==> src/common/mioc_pkg.sv <==
`default_nettype none
package mioc_pkg;
   // channel counts per controller variant
   localparam int MAX_CHANNELS = 8;
   localparam int WIDE_CHANNELS = 8;
   localparam int NARROW_CHANNELS = 4;
   localparam int CHAN_W = 3;
   // opcodes presented with each command
   localparam logic [3:0] OP_NOP = 4'h0;
   localparam logic [3:0] OP_OUT_ON = 4'h1;
   localparam logic [3:0] OP_OUT_OFF = 4'h2;
   localparam logic [3:0] OP_WAIT_ON = 4'h3;
   localparam logic [3:0] OP_WAIT_OFF = 4'h4;
   localparam logic [3:0] OP_IF_ON = 4'h5;
   localparam logic [3:0] OP_IF_OFF = 4'h6;
   localparam logic [3:0] OP_LINE_ON = 4'h7;
   localparam logic [3:0] OP_LINE_OFF = 4'h8;
   localparam logic [3:0] OP_OTHER = 4'h9;
   // commands skipped by a failed if test
   localparam logic [1:0] IF_SKIP_COUNT = 2'h2;
   localparam logic [7:0] OUT_RESET = 8'h00;
   typedef enum logic [1:0] {ST_RUN, ST_WAIT} mioc_state_t;
endpackage : mioc_pkg
`default_nettype wire

==> src/rtl/mioc_chan_sel.sv <==
`timescale 1ns/10ps
`default_nettype none
// picks one input channel, masking channels absent in the narrow variant
module mioc_chan_sel
   import mioc_pkg::*;
(
   // inputs
   input wire logic [MAX_CHANNELS-1:0] in_lvl,
   input wire logic [CHAN_W-1:0] chan,
   input wire logic narrow,
   // result
   output logic bit_on,
   output logic chan_ok
);
   // absent channels read as inactive and are flagged illegal
   assign chan_ok = !narrow || (chan < CHAN_W'(NARROW_CHANNELS));
   assign bit_on = chan_ok & in_lvl[chan];
endmodule : mioc_chan_sel
`default_nettype wire

==> src/rtl/mioc_exec.sv <==
// Function
// - wide variant offers eight inputs and eight outputs to the commands.
// - narrow variant offers four inputs and four outputs to the same commands.
// - output-on drives named output active; output-off drives it inactive.
// - wait commands stall execution until the named input reaches requested level.
// - if tests run the next two commands when true, else skip both.
// - line tests run rest of line when true, else discard the line rest.
// - vector interrupts are sampled only between executed commands.
// - no interrupt sampling while a wait command stalls execution.
// - everything after a semicolon on a line is comment and ignored.
`timescale 1ns/10ps
`default_nettype none
module mioc_exec
   import mioc_pkg::*;
(
   // clock and reset
   input wire logic CLK,
   input wire logic SYS_RST,
   // variant strap: high selects the four-channel controller
   input wire logic NARROW_VARIANT,
   // command issue from the parser
   input wire logic CMD_VALID,
   input wire logic [3:0] CMD_OP,
   input wire logic [CHAN_W-1:0] CMD_CHAN,
   input wire logic CMD_IN_COMMENT,
   input wire logic CMD_END_LINE,
   // discrete channels
   input wire logic [MAX_CHANNELS-1:0] IN_CHAN,
   output logic [MAX_CHANNELS-1:0] OUT_CHAN,
   // status back to the sequencer
   output logic CMD_READY,
   output logic CMD_DONE,
   output logic CMD_SKIPPED,
   output logic IRQ_SAMPLE
);
   // execution state: running or stalled on an input
   mioc_state_t state_q;
   mioc_state_t state_d;
   // output channel levels
   logic [MAX_CHANNELS-1:0] out_q;
   logic [MAX_CHANNELS-1:0] out_d;
   // commands still to be skipped after a failed if test
   logic [1:0] skip_q;
   logic [1:0] skip_d;
   // the rest of the current line is being discarded
   logic line_drop_q;
   logic line_drop_d;
   // pending wait: requested level and channel
   logic [3:0] wait_op_q;
   logic [3:0] wait_op_d;
   logic [CHAN_W-1:0] wait_chan_q;
   logic [CHAN_W-1:0] wait_chan_d;
   // status strobes, registered so every port comes from a flip-flop
   logic done_q;
   logic done_d;
   logic skipped_q;
   logic skipped_d;
   logic sample_q;
   logic sample_d;
   logic ready_q;
   logic ready_d;
   // selector results
   logic bit_on;
   logic chan_ok;
   logic wbit_on;
   logic wchan_ok;
   // while stalled the selector watches the awaited channel, not the command bus
   wire logic [CHAN_W-1:0] sel_chan = (state_q == ST_WAIT) ? wait_chan_q : CMD_CHAN;
   wire logic [MAX_CHANNELS-1:0] chan_mask;

   // level test for the command or the pending wait
   mioc_chan_sel u_sel
   (
      .in_lvl(IN_CHAN),
      .chan(sel_chan),
      .narrow(NARROW_VARIANT),
      .bit_on(bit_on),
      .chan_ok(chan_ok)
   );
   assign wbit_on = bit_on;
   assign wchan_ok = chan_ok;

   // one-hot of an output channel number
   function automatic logic [MAX_CHANNELS-1:0] onehot(input logic [CHAN_W-1:0] c);
      onehot = MAX_CHANNELS'(1) << c;
   endfunction : onehot

   // true for the test opcodes whose condition asks for an active input
   function automatic logic wants_active(input logic [3:0] op);
      wants_active = (op == OP_WAIT_ON) || (op == OP_IF_ON) || (op == OP_LINE_ON);
   endfunction : wants_active

   assign chan_mask = onehot(CMD_CHAN);

   // command acceptance and suppression
   wire logic take = CMD_VALID && (state_q == ST_RUN);
   wire logic is_comment = CMD_IN_COMMENT;
   wire logic skip_busy = (skip_q != 2'h0);
   wire logic suppressed = skip_busy || line_drop_q;
   wire logic live = take && !is_comment && !suppressed;

   // opcode classes
   wire logic is_out_on = (CMD_OP == OP_OUT_ON);
   wire logic is_out_off = (CMD_OP == OP_OUT_OFF);
   wire logic is_wait = (CMD_OP == OP_WAIT_ON) || (CMD_OP == OP_WAIT_OFF);
   wire logic is_if = (CMD_OP == OP_IF_ON) || (CMD_OP == OP_IF_OFF);
   wire logic is_line = (CMD_OP == OP_LINE_ON) || (CMD_OP == OP_LINE_OFF);

   // condition tests; an absent channel never satisfies a test
   wire logic want_on = wants_active(CMD_OP);
   wire logic cond_ok = chan_ok && (bit_on == want_on);
   wire logic wait_want = wants_active(wait_op_q);
   wire logic wait_met = (state_q == ST_WAIT) && wchan_ok && (wbit_on == wait_want);
   // a wait already met when taken does not stall at all
   wire logic enter_wait = live && is_wait && !cond_ok;

   // execution state machine
   always_comb
   begin
      state_d = state_q;
      case (state_q)
         ST_RUN:
         begin
            if (enter_wait)
               state_d = ST_WAIT;
         end
         ST_WAIT:
         begin
            if (wait_met)
               state_d = ST_RUN;
         end
         default: state_d = ST_RUN;
      endcase
   end

   // output channel updates; absent channels are left alone
   always_comb
   begin
      out_d = out_q;
      if (live && chan_ok && is_out_on)
         out_d = out_q | chan_mask;
      if (live && chan_ok && is_out_off)
         out_d = out_q & ~chan_mask;
   end

   // if-test skip counter; comment text does not use up a skip
   always_comb
   begin
      skip_d = skip_q;
      if (take && !is_comment && skip_busy)
         skip_d = skip_q - 2'h1;
      if (live && is_if && !cond_ok)
         skip_d = IF_SKIP_COUNT;
   end

   // line discard, cleared by the last command of the line
   always_comb
   begin
      line_drop_d = line_drop_q;
      if (take && CMD_END_LINE)
         line_drop_d = 1'b0;
      if (live && is_line && !cond_ok && !CMD_END_LINE)
         line_drop_d = 1'b1;
   end

   // capture of the awaited level and channel
   always_comb
   begin
      wait_op_d = wait_op_q;
      wait_chan_d = wait_chan_q;
      if (enter_wait)
      begin
         wait_op_d = CMD_OP;
         wait_chan_d = CMD_CHAN;
      end
   end

   // status strobes; interrupts are sampled only after an executed command
   assign done_d = (take && (state_d == ST_RUN)) || wait_met;
   assign skipped_d = take && (is_comment || suppressed);
   assign sample_d = (live && (state_d == ST_RUN)) || wait_met;
   assign ready_d = (state_d == ST_RUN);

   // state and outputs; outputs clear on reset and otherwise hold
   always_ff @(posedge CLK or posedge SYS_RST)
   begin
      if (SYS_RST)
      begin
         state_q <= ST_RUN;
         out_q <= OUT_RESET;
      end
      else
      begin
         state_q <= state_d;
         out_q <= out_d;
      end
   end

   // suppression state
   always_ff @(posedge CLK or posedge SYS_RST)
   begin
      if (SYS_RST)
      begin
         skip_q <= 2'h0;
         line_drop_q <= 1'b0;
      end
      else
      begin
         skip_q <= skip_d;
         line_drop_q <= line_drop_d;
      end
   end

   // pending wait
   always_ff @(posedge CLK or posedge SYS_RST)
   begin
      if (SYS_RST)
      begin
         wait_op_q <= OP_NOP;
         wait_chan_q <= '0;
      end
      else
      begin
         wait_op_q <= wait_op_d;
         wait_chan_q <= wait_chan_d;
      end
   end

   // handshake and interrupt sampling strobes
   always_ff @(posedge CLK or posedge SYS_RST)
   begin
      if (SYS_RST)
      begin
         done_q <= 1'b0;
         skipped_q <= 1'b0;
         sample_q <= 1'b0;
         ready_q <= 1'b0;
      end
      else
      begin
         done_q <= done_d;
         skipped_q <= skipped_d;
         sample_q <= sample_d;
         ready_q <= ready_d;
      end
   end

   // ports straight from the registers
   assign OUT_CHAN = out_q;
   assign CMD_READY = ready_q;
   assign CMD_DONE = done_q;
   assign CMD_SKIPPED = skipped_q;
   assign IRQ_SAMPLE = sample_q;
endmodule : mioc_exec
`default_nettype wire

==> config.mk <==
export PLATFORM = sky130hd
export DESIGN_NAME = mioc_exec
export DESIGN_NICKNAME = d
export VERILOG_FILES = /design/src/common/mioc_pkg.sv /design/src/rtl/mioc_chan_sel.sv /design/src/rtl/mioc_exec.sv
export SDC_FILE = /design/constraint.sdc
export NUM_CORES = 1
export LEC_CHECK = 0
export ABC_CLOCK_PERIOD_IN_PS = 3250
export BUFFER_PORTS_ARGS = -buffer_cell sky130_fd_sc_hd__buf_4
export CORE_UTILIZATION = 54
export DETAILED_ROUTE_END_ITERATION = 12
export PLACE_DENSITY = 0.79
export SYNTH_ARGS = -nofsm -noshare
export SYNTH_HDL_FRONTEND = slang
export SYNTH_SLANG_ARGS = --single-unit
==> constraint.sdc <==
create_clock -name CLK -period 3.25 [get_ports CLK]
set_input_delay 0.4875 -clock CLK [delete_from_list [all_inputs] [get_ports CLK]]
set_output_delay 0.4875 -clock CLK [all_outputs]
set_load 0.02 [all_outputs]
# Yosys cells after proc, flatten, opt, wreduce, memory -nomap -nowiden
# Index checks and enable logic that the tools add are counted.
# totals
register_bits	24
# classes
n_addsub	1
n_bitwise	4
reduce_logical	44
shifts	1
n_eq_ne	14
n_mux	12
magnitude_cmp	2
# op_table
op	count
$eq 4x3->1 const B	6
$logic_and 1x1->1	21
$mux 8	2
$eq 4x2->1 const B	3
$logic_or 1x1->1	12
$and 8x8->8	1
$mux 2	4
$not 8->8	1
$or 8x8->8	1
$reduce_bool 2->1	4
$shl 1x3->8 const A	1
$logic_not 1->1	5
$eq 4x1->1 const B	1
$eq 4x4->1 const B	1
$logic_not 2->1	2
$lt 3x4->1 const B	1
$pmux 2 s2	1
$bmux 1 s3	1
$lt 3x3->1 const B	1
$mux 1	3
$mux 3	1
$eq 1x1->1	2
$eq 2x1->1 const B	1
$sub 2x1->2 const B	1
$and 1x1->1	1

# Depth between registers and ports, before layout
# Gate-level depths: netlist (run 1).
# logic_depth
word_depth	14
mapped_depth	8
mapped_depth_nobuf	8

# By module
# Synthesis (run 1) repeated with hierarchy kept, for this count alone.
# unflattened
hier_cells	124
area_unflattened_um2	1373.8
# modules_own_cells
module	cells_per_inst	area_each_um2	n_inst
mioc_exec	118	1306.3	1
mioc_chan_sel	6	67.6	1

# Least setup slack after synthesis (run 1)
# Ideal clock, no wire load.
# synth_timing
path_type	reg2reg
from	register state_q[1]
to	register wait_chan_q[0]
stages_incl_launch_ff	9
t_arrival_ps	2208
path_slack_ps	916
path_buffers	1
cell_sequence	dfrtp_1 nor2b_1 buf_6 mux2_4 o2111a_1 or2_4 a2111oi_4 nor3_2 a221o_1
# synth_via
elab_chain_len	9
elab_cells_between_ends	16
# synth_lines
element	line_no	rtl
start: declaration	mioc_exec.sv:37	mioc_state_t state_q;
start signal: assignment	mioc_exec.sv:194	state_q <= state_d;
$eq 2x1->1	mioc_exec.sv:68	wire logic [CHAN_W-1:0] sel_chan = (state_q == ST_WAIT) ? wait_chan_q : CMD_CHAN;
$mux 3	mioc_exec.sv:68	
$bmux 1 s3 or $lt 3x3->1 (tied branches)	mioc_chan_sel.sv:17, mioc_chan_sel.sv:16	
$mux 1 (implied by the code) or $logic_or 1x1->1 (tied branches)	mioc_chan_sel.sv:17, mioc_chan_sel.sv:16	
$and 1x1->1	mioc_chan_sel.sv:17	assign bit_on = chan_ok & in_lvl[chan];
$eq 1x1->1	mioc_exec.sv:111	wire logic cond_ok = chan_ok && (bit_on == want_on);
$logic_and 1x1->1	mioc_exec.sv:111	
$logic_not 1->1	mioc_exec.sv:115	wire logic enter_wait = live && is_wait && !cond_ok;
$logic_and 1x1->1 (*)	mioc_exec.sv:115	
end signal: assignment	mioc_exec.sv:225	wait_chan_q <= wait_chan_d;
end: declaration	mioc_exec.sv:51	logic [CHAN_W-1:0] wait_chan_q;
# Mark *: on every way between the ends. The rest lies on a longest branch, timed or not. The select of a mux whose other input is x is not followed.
# A chain may end at the register's enable or synchronous reset.

# Worst setup path in the final report (run 1)
# layout_timing
from	register state_q[1]
to	register wait_chan_q[2]
# Same word-level chain as after synthesis.

==> results of run 1 <==
## critical path: stages (launching register included)
cell,delay (ns)
sky130_fd_sc_hd__dfrtp_1,0.43
sky130_fd_sc_hd__nor2b_1,0.13
sky130_fd_sc_hd__buf_4,0.17
sky130_fd_sc_hd__mux2_4,0.35
sky130_fd_sc_hd__o2111a_1,0.16
sky130_fd_sc_hd__or2_4,0.27
sky130_fd_sc_hd__a2111oi_4,0.47
sky130_fd_sc_hd__nor3_2,0.18
sky130_fd_sc_hd__a221o_1,0.32
## worst max path at each step
stage	startpoint	endpoint	slack [ns]	depth (start not counted)
finish	state_q[1]$_DFF_PP0_	wait_chan_q[2]$_DFFE_PP0P_	0.69	8
detailed placement	state_q[1]$_DFF_PP0_	wait_chan_q[1]$_DFFE_PP0P_	0.71	8
floorplan	state_q[1]$_DFF_PP0_	wait_chan_q[0]$_DFFE_PP0P_	0.92	8
global route	state_q[0]$_DFF_PP0_	wait_chan_q[0]$_DFFE_PP0P_	0.55	8
CTS	state_q[1]$_DFF_PP0_	wait_chan_q[2]$_DFFE_PP0P_	0.69	8
global placement	state_q[0]$_DFF_PP0_	wait_chan_q[1]$_DFFE_PP0P_	0.82	8
## layout by cell type, fill, tap and decap left out, types with 2 or more instances in the layout
master                     instances
sky130_fd_sc_hd__o21ai_0           6
sky130_fd_sc_hd__o211ai_1          2
sky130_fd_sc_hd__buf_4            33
sky130_fd_sc_hd__dfrtp_1          24
sky130_fd_sc_hd__or2_4             2
sky130_fd_sc_hd__or2b_2            2
sky130_fd_sc_hd__nand2b_1          3
sky130_fd_sc_hd__a31oi_1           3
sky130_fd_sc_hd__nor2b_1           4
sky130_fd_sc_hd__nand3b_1          2
sky130_fd_sc_hd__clkbuf_4          3
sky130_fd_sc_hd__a21oi_1           7
sky130_fd_sc_hd__nand2_1          16
sky130_fd_sc_hd__a211oi_1          2
sky130_fd_sc_hd__nand4_1           2
sky130_fd_sc_hd__and2_2            3
sky130_fd_sc_hd__o2111a_1          2
sky130_fd_sc_hd__and2_1            4
sky130_fd_sc_hd__nand3_1           4
sky130_fd_sc_hd__nor3b_1           3
sky130_fd_sc_hd__mux2_2            8
sky130_fd_sc_hd__inv_1             5
sky130_fd_sc_hd__nor2_1           13
sky130_fd_sc_hd__nor3_1            3
sky130_fd_sc_hd__a221o_1           4
## stage by stage
step                      cell area (um^2)  total power, mW  utilization, %
after CTS                             1780            0.683            69.2
after floorplan                       1520            0.466               -
final                                 1780            0.679            69.2
after detailed placement              1740            0.526            67.7
after global placement                1740            0.518            67.7
after global routing                  1780            0.719            69.2
## routing by layer
| metal | vias up | global-route usage, % | part of all wire [%] |
|---|---|---|---|
| met5 | - | 0 | 0 |
| met4 | 0 | 7.92 | 1.2 |
| met3 | 7 | 3.83 | 4.2 |
| met2 | 30 | 41.0 | 48 |
| met1 | 598 | 30.5 | 46 |
| li1 | 624 | - | - |
## power by group
part           switching, mW  internal, mW  total, mW  leakage, nW
Sequential            0.0123         0.326      0.338        0.285
Combinational         0.0982        0.0839      0.182        0.500
Clock                 0.0899        0.0684      0.158       0.0210
Total                  0.200         0.478      0.679        0.806
## area by class of cell
class	instances	area [um^2]
sequential	24	601
fill	214	792
multi-input combinational	120	835
tap	30	37.5
timing repair buffer	33	248
clock buffer	4	36.3
inverter	5	18.8
## kinds of logic after synthesis
| logic type | count (synthesis) |
|---|---|
| compound gates | 33 |
| mux | 11 |
| other cells | 1 |
| xor+xnor | 2 |
| buf+inv | 12 |
| simple gates | 72 |
| fa+ha+maj | 1 |
| flops | 24 |
==> impl_metrics.toml, run 1 <==
[outcome]
outcome = "complete, no violations"

[place]
finalWeightedCongestion = 0.817
dp_worst_setup_slack_ns = 0.712
place_inst = 212
hpwlAfterDp_mm = 2.42
port_buffers = 32

[yosys]
synth.cell_area_um2 = 1520
adder_cell_area_share_of_the_yosys_netlist_pct = 0.824
mux_cell_area_share_after_synthesis_pct = 8.32
synth.avg_cell_area_um2 = 9.74
synth_area_leaders = "sky130_fd_sc_hd__dfrtp_1 40%, sky130_fd_sc_hd__mux2_2 5.9%, sky130_fd_sc_hd__nand2_1 4.0%"
synthesis.instances = 156
synth_xor_xnor_area_share_pct = 1.15
synthDominantCellAreaShare_pct = 39.5
synth.net_count = 178
ys.flop_type = "sky130_fd_sc_hd__dfrtp_1"
synth_edf_count = 0
synth_simple_gate_area_share_pct = 27.4
synth.most_common_cell = "sky130_fd_sc_hd__dfrtp_1"
yosys_warnings = 0
synthDistinctLibCells = 53
asyncSetResetFlopFracSynth_pct = 100
ys_ff_latch = 24
synth.cells.most_frequent = "24 x sky130_fd_sc_hd__dfrtp_1, 16 x sky130_fd_sc_hd__nand2_1, 13 x sky130_fd_sc_hd__nor2_1, 8 x sky130_fd_sc_hd__mux2_2, 7 x sky130_fd_sc_hd__a21oi_1"
library_cell_occupying_the_most_area_in_the_post_synthesis_netlist = "sky130_fd_sc_hd__dfrtp_1"
dominant_combinational_cell_family_by_area_after_synthesis = "simple AND/OR/NAND/NOR gates"
share_of_the_synthesized_area_in_compound_gates_ao_oa_aoi_oai_pct = 17.0
synth_sequential_area_ratio_pct = 39.5

[global_routing]
grt_first_pass_wirelength_mm = 5.16
track_usage_pct = 23.9
maximum_number_of_pins_on_one_net_before_global_route_repair = 25
grt_antenna_before_repair = 0
grt_pass1_vias = 1205
gr-total-overflow = 0

[critical_path]
r2r_setup_slack_ns = 0.69
r2r_cells = 8
startpoint_type = "register"
regToRegEndpoint = "wait_chan_q[2]$_DFFE_PP0P_"
worst-endpoint-required_ns = 3.46
criticalPathCategory = "register to register"
critPathMaxFanout = 8
crit_arrival_ns = 2.77
r2r_start = "state_q[1]$_DFF_PP0_"
timing.critical_path.to_type = "register"

[clock_tree]
root_buffer = "sky130_fd_sc_hd__clkbuf_4"
clk_pin_slew_ns = 0.14
clock_path_buffers = 2
post-cts-setup-buffers = 0
worstSkewPairLatency_ns = 0.32
numCtsBuffers = 3
tritoncts = "done"
ctsHtreeMaxLevel = 1
holdBufCountCts = 0
post_cts_sizing_count = 0
clock_sink_count = 24

[timing]
finalHoldWorstSlack_ns = 0.358
hold_viol_final = 0
finalWorstSetupSlack_ns = 0.685
rsz0062_at_grt = "no"
fin_tns_setup_ns = 0
worst_clock_skew_ns = 0.00930
achievable-frequency_mhz = 390
period_share_pct = 78.9
maxSlewViolCount = 0
period_needed_ns = 2.56
setup_viol_count_final = 0
worst_slew_margin_rel_pct = 38.4
worst_slew_pin_slew_ns = 0.923

[finish]
syn2layout_area_growth_pct = 16.9
layout.cells.non_filler = 216
number_of_antenna_cells_inserted = 0
design.final.nets = 209
drive_gt1_share_pct = 32.8

[floorplan]
initial_utilization_pct = 59.2
design.die.area_um2 = 3030
floorplan.io_pins = 33
placeableCoreArea_um2 = 2570
fp.dieW_um = 55.0
chipHeight_um = 55.0
row_count = 18

[drt]
via_total_after_detailed_routing = 1259
dr.first_iter.drc_count = 31
route.detailed.wl_per_inst_um = 14.6
detail_route.wirelength_mm = 3.15
route.detailed.drc = 0
first_pass_iters = 4
viasPerCell = 5.83
drtAntennaViolNets = 0

[power]
powerDensity_nw_per_um2 = 382
power.ir.vdd_worst_mv = 0.336
p_leak_nw = 0.806

[flow_run]
timing.max_cap.violations = 0

[min_path]
worst_hold_path_type = "input port to asynchronous set/reset pin"
Note: power is estimated with default switching activity, not from simulation.
==> inputs of run 2 (changes only) <==
Settings changed: ABC_AREA set to 1, ABC_CLOCK_PERIOD_IN_PS 3250 to 2050, CORE_UTILIZATION 54 to 48, PLACE_DENSITY 0.79 to 0.75.
Clock period 3.25 ns to 2.05 ns, I/O delays scaled along.
==> run 2 against run 1 <==
Compared with the run above:
- synthesized cell count grew 13%
- clock skew is 0.0082 ns lower
- critical path depth decreased by 1
- sequential share of layout area grew 1.3 points
- die area increased by 4.0%
- global-route usage decreased by 3.6 points
- non-clock buffer count unchanged
- design area fell by 3.7%
==> impl_metrics.toml, run 2 <==
[outcome]
outcome = "complete, no violations"

[place]
finalWeightedCongestion = 0.832
port_buffers = 32
hpwlAfterDp_mm = 2.25
place_inst = 239
dp_worst_setup_slack_ns = 0.228

[yosys]
yosys_warnings = 0
synthDistinctLibCells = 24
ys.flop_type = "sky130_fd_sc_hd__dfrtp_1"
synth.cell_area_um2 = 1410
ys_ff_latch = 24
synth.most_common_cell = "sky130_fd_sc_hd__nand2_1"
synth_area_leaders = "sky130_fd_sc_hd__dfrtp_1 43%, sky130_fd_sc_hd__nand2_1 9.6%, sky130_fd_sc_hd__nand3_1 7.1%"
synth_sequential_area_ratio_pct = 42.7
synth.net_count = 198
library_cell_occupying_the_most_area_in_the_post_synthesis_netlist = "sky130_fd_sc_hd__dfrtp_1"
asyncSetResetFlopFracSynth_pct = 100
synth_edf_count = 0
synthesis.instances = 176
synthDominantCellAreaShare_pct = 42.7
synth.cells.most_frequent = "36 x sky130_fd_sc_hd__nand2_1, 24 x sky130_fd_sc_hd__dfrtp_1, 23 x sky130_fd_sc_hd__inv_1, 20 x sky130_fd_sc_hd__nand3_1, 16 x sky130_fd_sc_hd__nor2_1"
synth.avg_cell_area_um2 = 7.99

[clock_tree]
clk_pin_slew_ns = 0.12
worstSkewPairLatency_ns = 0.31
ctsHtreeMaxLevel = 1
tritoncts = "done"
post-cts-setup-buffers = 0
clock_path_buffers = 2
holdBufCountCts = 0
clock_sink_count = 24
root_buffer = "sky130_fd_sc_hd__clkbuf_4"
numCtsBuffers = 3
post_cts_sizing_count = 0

[floorplan]
initial_utilization_pct = 51.0
floorplan.io_pins = 33
placeableCoreArea_um2 = 2760
chipHeight_um = 56.1
fp.dieW_um = 56.1
design.die.area_um2 = 3150
row_count = 19

[critical_path]
worst-endpoint-required_ns = 2.24
startpoint_type = "register"
critPathMaxFanout = 8
criticalPathCategory = "register to register"
timing.critical_path.to_type = "register"
crit_arrival_ns = 2.03

[global_routing]
grt_first_pass_wirelength_mm = 5.04
gr-total-overflow = 0
track_usage_pct = 20.3
grt_antenna_before_repair = 0
grt_pass1_vias = 1178
maximum_number_of_pins_on_one_net_before_global_route_repair = 25

[drt]
route.detailed.wl_per_inst_um = 11.7
dr.first_iter.drc_count = 42
detail_route.wirelength_mm = 2.84
route.detailed.drc = 0
first_pass_iters = 4
via_total_after_detailed_routing = 1252
drtAntennaViolNets = 0
viasPerCell = 5.15

[timing]
period_share_pct = 89.6
period_needed_ns = 1.84
finalWorstSetupSlack_ns = 0.214
hold_viol_final = 0
rsz0062_at_grt = "no"
fin_tns_setup_ns = 0
achievable-frequency_mhz = 545
maxSlewViolCount = 0
setup_viol_count_final = 0
worst_clock_skew_ns = 0.00113
finalHoldWorstSlack_ns = 0.0210

[finish]
postLayoutCoreUtil_pct = 62.0
mostFrequentLayoutCell = "sky130_fd_sc_hd__nand2_1"
layout.cells.non_filler = 243
design.final.nets = 235
final_cell_mix = "36 x sky130_fd_sc_hd__nand2_1, 33 x sky130_fd_sc_hd__buf_4, 24 x sky130_fd_sc_hd__dfrtp_1, 23 x sky130_fd_sc_hd__inv_1, 20 x sky130_fd_sc_hd__nand3_1"
syn2layout_area_growth_pct = 21.5
number_of_antenna_cells_inserted = 0
drive_gt1_share_pct = 31.1

[power]
p_leak_nw = 0.937
powerDensity_nw_per_um2 = 672
power.ir.vdd_worst_mv = 0.618

[min_path]
worst_hold_path_type = "input port to asynchronous set/reset pin"

[flow_run]
timing.max_cap.violations = 0
==> run 2: per-layer routing <==
layer  global-route usage [%]  part of all wire [%]  vias to the layer above
met5                        0                     0                        -
met4                     8.36                   1.4                        0
met3                     2.56                   3.4                        4
met2                     32.1                    47                       23
met1                     28.2                    48                      579
li1                         -                     -                      646
==> run 2: through the flow <==
step / power [mW] / cell area [um^2]
detailed placement: 0.914 / 1670
global route: 1.23 / 1710
CTS: 1.16 / 1710
finish: 1.15 / 1710
floorplan: 0.801 / 1410
global placement: 0.901 / 1670
==> run 2: cell families after synthesis <==
kind of cell | after synthesis | share of synthesized area, %
and+or+nand+nor | 100 | 38.1
buffers and inverters | 30 | 9.16
DFF | 24 | 42.7
AOI/OAI and AO/OA | 20 | 8.90
adders and majority gates | 1 | 0.890
other | 1 | 0.267
==> run 2: worst paths after layout <==
path	start	end	slack, ns	cells after the start
setup / recovery	skip_q[0]$_DFFE_PP0P_	register	0.21	7
hold / removal	SYS_RST	asynchronous set/reset pin	0.02	3
setup reg to reg	skip_q[0]$_DFFE_PP0P_	register	0.21	7
hold reg to reg	wait_op_q[3]$_DFFE_PP0P_	wait_op_q[3]$_DFFE_PP0P_	0.51	2
max in group asynchronous	SYS_RST	state_q[0]$_DFF_PP0_	1.80	3
min in group CLK	CMD_END_LINE	line_drop_q$_DFFE_PP0P_	0.26	4
==> run 2: worst max-delay path: stages (launching register included) <==
cell and delay (ns):
sky130_fd_sc_hd__dfrtp_1 0.41, sky130_fd_sc_hd__inv_1 0.07, sky130_fd_sc_hd__ha_1 0.13, sky130_fd_sc_hd__inv_1 0.08
sky130_fd_sc_hd__nor4_4 0.37, sky130_fd_sc_hd__nand2_2 0.15, sky130_fd_sc_hd__nor4_4 0.38, sky130_fd_sc_hd__o21ai_1 0.12
==> run 2: final cells by class <==
class,count,area [um^2]
fillers,258,1050
multi-input cells,122,677
flip-flops and latches,24,601
repair buffers,33,248
inverters,29,109
well taps,31,38.8
clock buffers,4,36.3
==> run 2: where the power goes <==
part | internal (mW) | switching, mW | leakage [nW]
clock | 0.109 | 0.137 | 0.0210
combinational | 0.133 | 0.187 | 0.601
sequential | 0.542 | 0.0412 | 0.315
total | 0.783 | 0.365 | 0.937
==> inputs of run 3 (changes only) <==
Settings changed: ABC_CLOCK_PERIOD_IN_PS 2050 to 1900, BUFFER_PORTS_ARGS -buffer_cell sky130_fd_sc_hd__buf_4 to not set, CORE_UTILIZATION 48 to 62, DONT_BUFFER_PORTS set to 1, PLACE_DENSITY 0.75 to 0.78.
Clock period 2.05 ns to 1.9 ns, I/O delays scaled along.
==> run 3 against run 2 <==
Compared with the run above:
- register-to-register slack got worse by 0.03 ns
- clock skew grew 0.0044 ns
- clock power is 12% higher
- total power rose by 3.1%
- combinational power down 21%
- largest cell class unchanged
- clock-buffer cell count unchanged
==> impl_metrics.toml, run 3 (synthesized netlist as in run 2, its figures left out) <==
[clock_tree]
root_buffer = "sky130_fd_sc_hd__clkbuf_4"
clock_sink_count = 24
worstSkewPairLatency_ns = 0.32
numCtsBuffers = 3
clk_pin_slew_ns = 0.14
clock_path_buffers = 2
ctsHtreeMaxLevel = 1
post_cts_sizing_count = 0
tritoncts = "done"

[finish]
number_of_antenna_cells_inserted = 0
layout.cells.non_filler = 210
fillers = 162
syn2layout_area_growth_pct = 5.87
mostFrequentLayoutCell = "sky130_fd_sc_hd__nand2_1"
layout.cell_area.non_filler_um2 = 1490
final_cell_mix = "36 x sky130_fd_sc_hd__nand2_1, 24 x sky130_fd_sc_hd__dfrtp_1, 23 x sky130_fd_sc_hd__inv_1, 20 x sky130_fd_sc_hd__nand3_1, 16 x sky130_fd_sc_hd__nor2_1"
postLayoutCoreUtil_pct = 72.9
drive_gt1_share_pct = 19.7
design.final.nets = 206

[floorplan]
chipHeight_um = 49.6
fp.dieW_um = 49.6
design.die.area_um2 = 2460
floorplan.io_pins = 33
placeableCoreArea_um2 = 2040
row_count = 16
initial_utilization_pct = 68.9

[global_routing]
grt_first_pass_wirelength_mm = 4.53
track_usage_pct = 24.3
maximum_number_of_pins_on_one_net_before_global_route_repair = 25
grt_antenna_before_repair = 0
grt_pass1_vias = 1157
gr-total-overflow = 0

[timing]
setup_viol_count_final = 0
achievable-frequency_mhz = 583
rsz0062_at_grt = "no"
hold_viol_final = 0
fin_tns_setup_ns = 0
worst_clock_skew_ns = 0.00552
maxSlewViolCount = 0
period_needed_ns = 1.72
period_share_pct = 90.3
finalHoldWorstSlack_ns = 0.102
finalWorstSetupSlack_ns = 0.184

[critical_path]
crit_arrival_ns = 1.92
worst-endpoint-required_ns = 2.10
criticalPathCategory = "register to register"
timing.critical_path.to_type = "register"
r2r_cells = 8
startpoint_type = "register"
critPathMaxFanout = 9

[drt]
dr.first_iter.drc_count = 17
viasPerCell = 5.61
first_pass_iters = 6
detail_route.wirelength_mm = 2.77
drtAntennaViolNets = 0
route.detailed.drc = 0
route.detailed.wl_per_inst_um = 13.2
via_total_after_detailed_routing = 1179

[flow_run]
timing.max_cap.violations = 0

[power]
swShare_pct = 32.6
p_leak_nw = 0.791
power.ir.vdd_worst_mv = 0.630
power.total_mw = 1.18
p_switching_mw = 0.385
part_of_the_power_in_combinational_logic_pct = 21.3
powerDensity_nw_per_um2 = 795
clock_power_share_pct = 23.2
share_seq_of_total_power_pct = 55.5
cell_internal_pwr_mw = 0.798

[place]
dp_worst_setup_slack_ns = 0.169
finalWeightedCongestion = 0.841
place_inst = 205
hpwlAfterDp_mm = 2.25
dpl_cell_area_um2 = 1440
port_buffers = 0

[min_path]
holdPathStages = 2
worst_hold_path_type = "input port to register"

[outcome]
outcome = "complete, no violations"
[run 3: timing repair]
action / in CTS / in global routing
endpoints found under the hold margin: 24 / 0
hold buffers: 1 / 0
setup buffers: 0 / 0
[run 3: power groups by stage]
stage | Sequential [mW] | Clock (mW) | Combinational, mW
CTS | 0.658 | 0.273 | 0.255
global placement | 0.665 | 0 | 0.238
detailed placement | 0.668 | 0 | 0.253
finish | 0.657 | 0.274 | 0.252
global route | 0.665 | 0.289 | 0.295
floorplan | 0.656 | 0 | 0.209
[run 3: layout make-up]
cell class	count	area, um^2	area share, %
Timing Repair Buffer	4	32.5	2.18
Clock buffer	4	36.3	2.44
Sequential cell	24	601	40.3
Multi-Input combinational cell	122	677	45.5
Tap cell	27	33.8	2.27
Inverter	29	109	7.31
[run 3: critical path: stages (launching register included)]
cell                      delay (ns)
sky130_fd_sc_hd__dfrtp_1        0.41
sky130_fd_sc_hd__inv_2          0.09
sky130_fd_sc_hd__nand2_4        0.09
sky130_fd_sc_hd__o21ai_2        0.22
sky130_fd_sc_hd__nor2_1         0.12
sky130_fd_sc_hd__inv_2          0.10
sky130_fd_sc_hd__nand2_2        0.10
sky130_fd_sc_hd__nor4_4         0.36
sky130_fd_sc_hd__o21ai_1        0.12
[run 3: final timing paths]
check	slack, ns	start	endpoint
min	0.10	CMD_OP[0]	wait_op_q[1]$_DFFE_PP0P_
min in group asynchronous	0.43	SYS_RST	asynchronous set/reset pin
max	0.18	state_q[1]$_DFF_PP0_	register
min reg2reg	0.51	wait_op_q[3]$_DFFE_PP0P_	wait_op_q[3]$_DFFE_PP0P_
max reg2reg	0.18	state_q[1]$_DFF_PP0_	register
max in group asynchronous	1.22	SYS_RST	asynchronous set/reset pin
[run 3: metal layers]
layer | track usage (%) | wire length (um) | vias to the layer above
li1 | - | - | 586
met2 | 44.8 | 1420 | 27
met5 | 0 | 0 | -
met1 | 25.5 | 1160 | 557
met4 | 13.8 | 74 | 0
met3 | 4.32 | 112 | 9
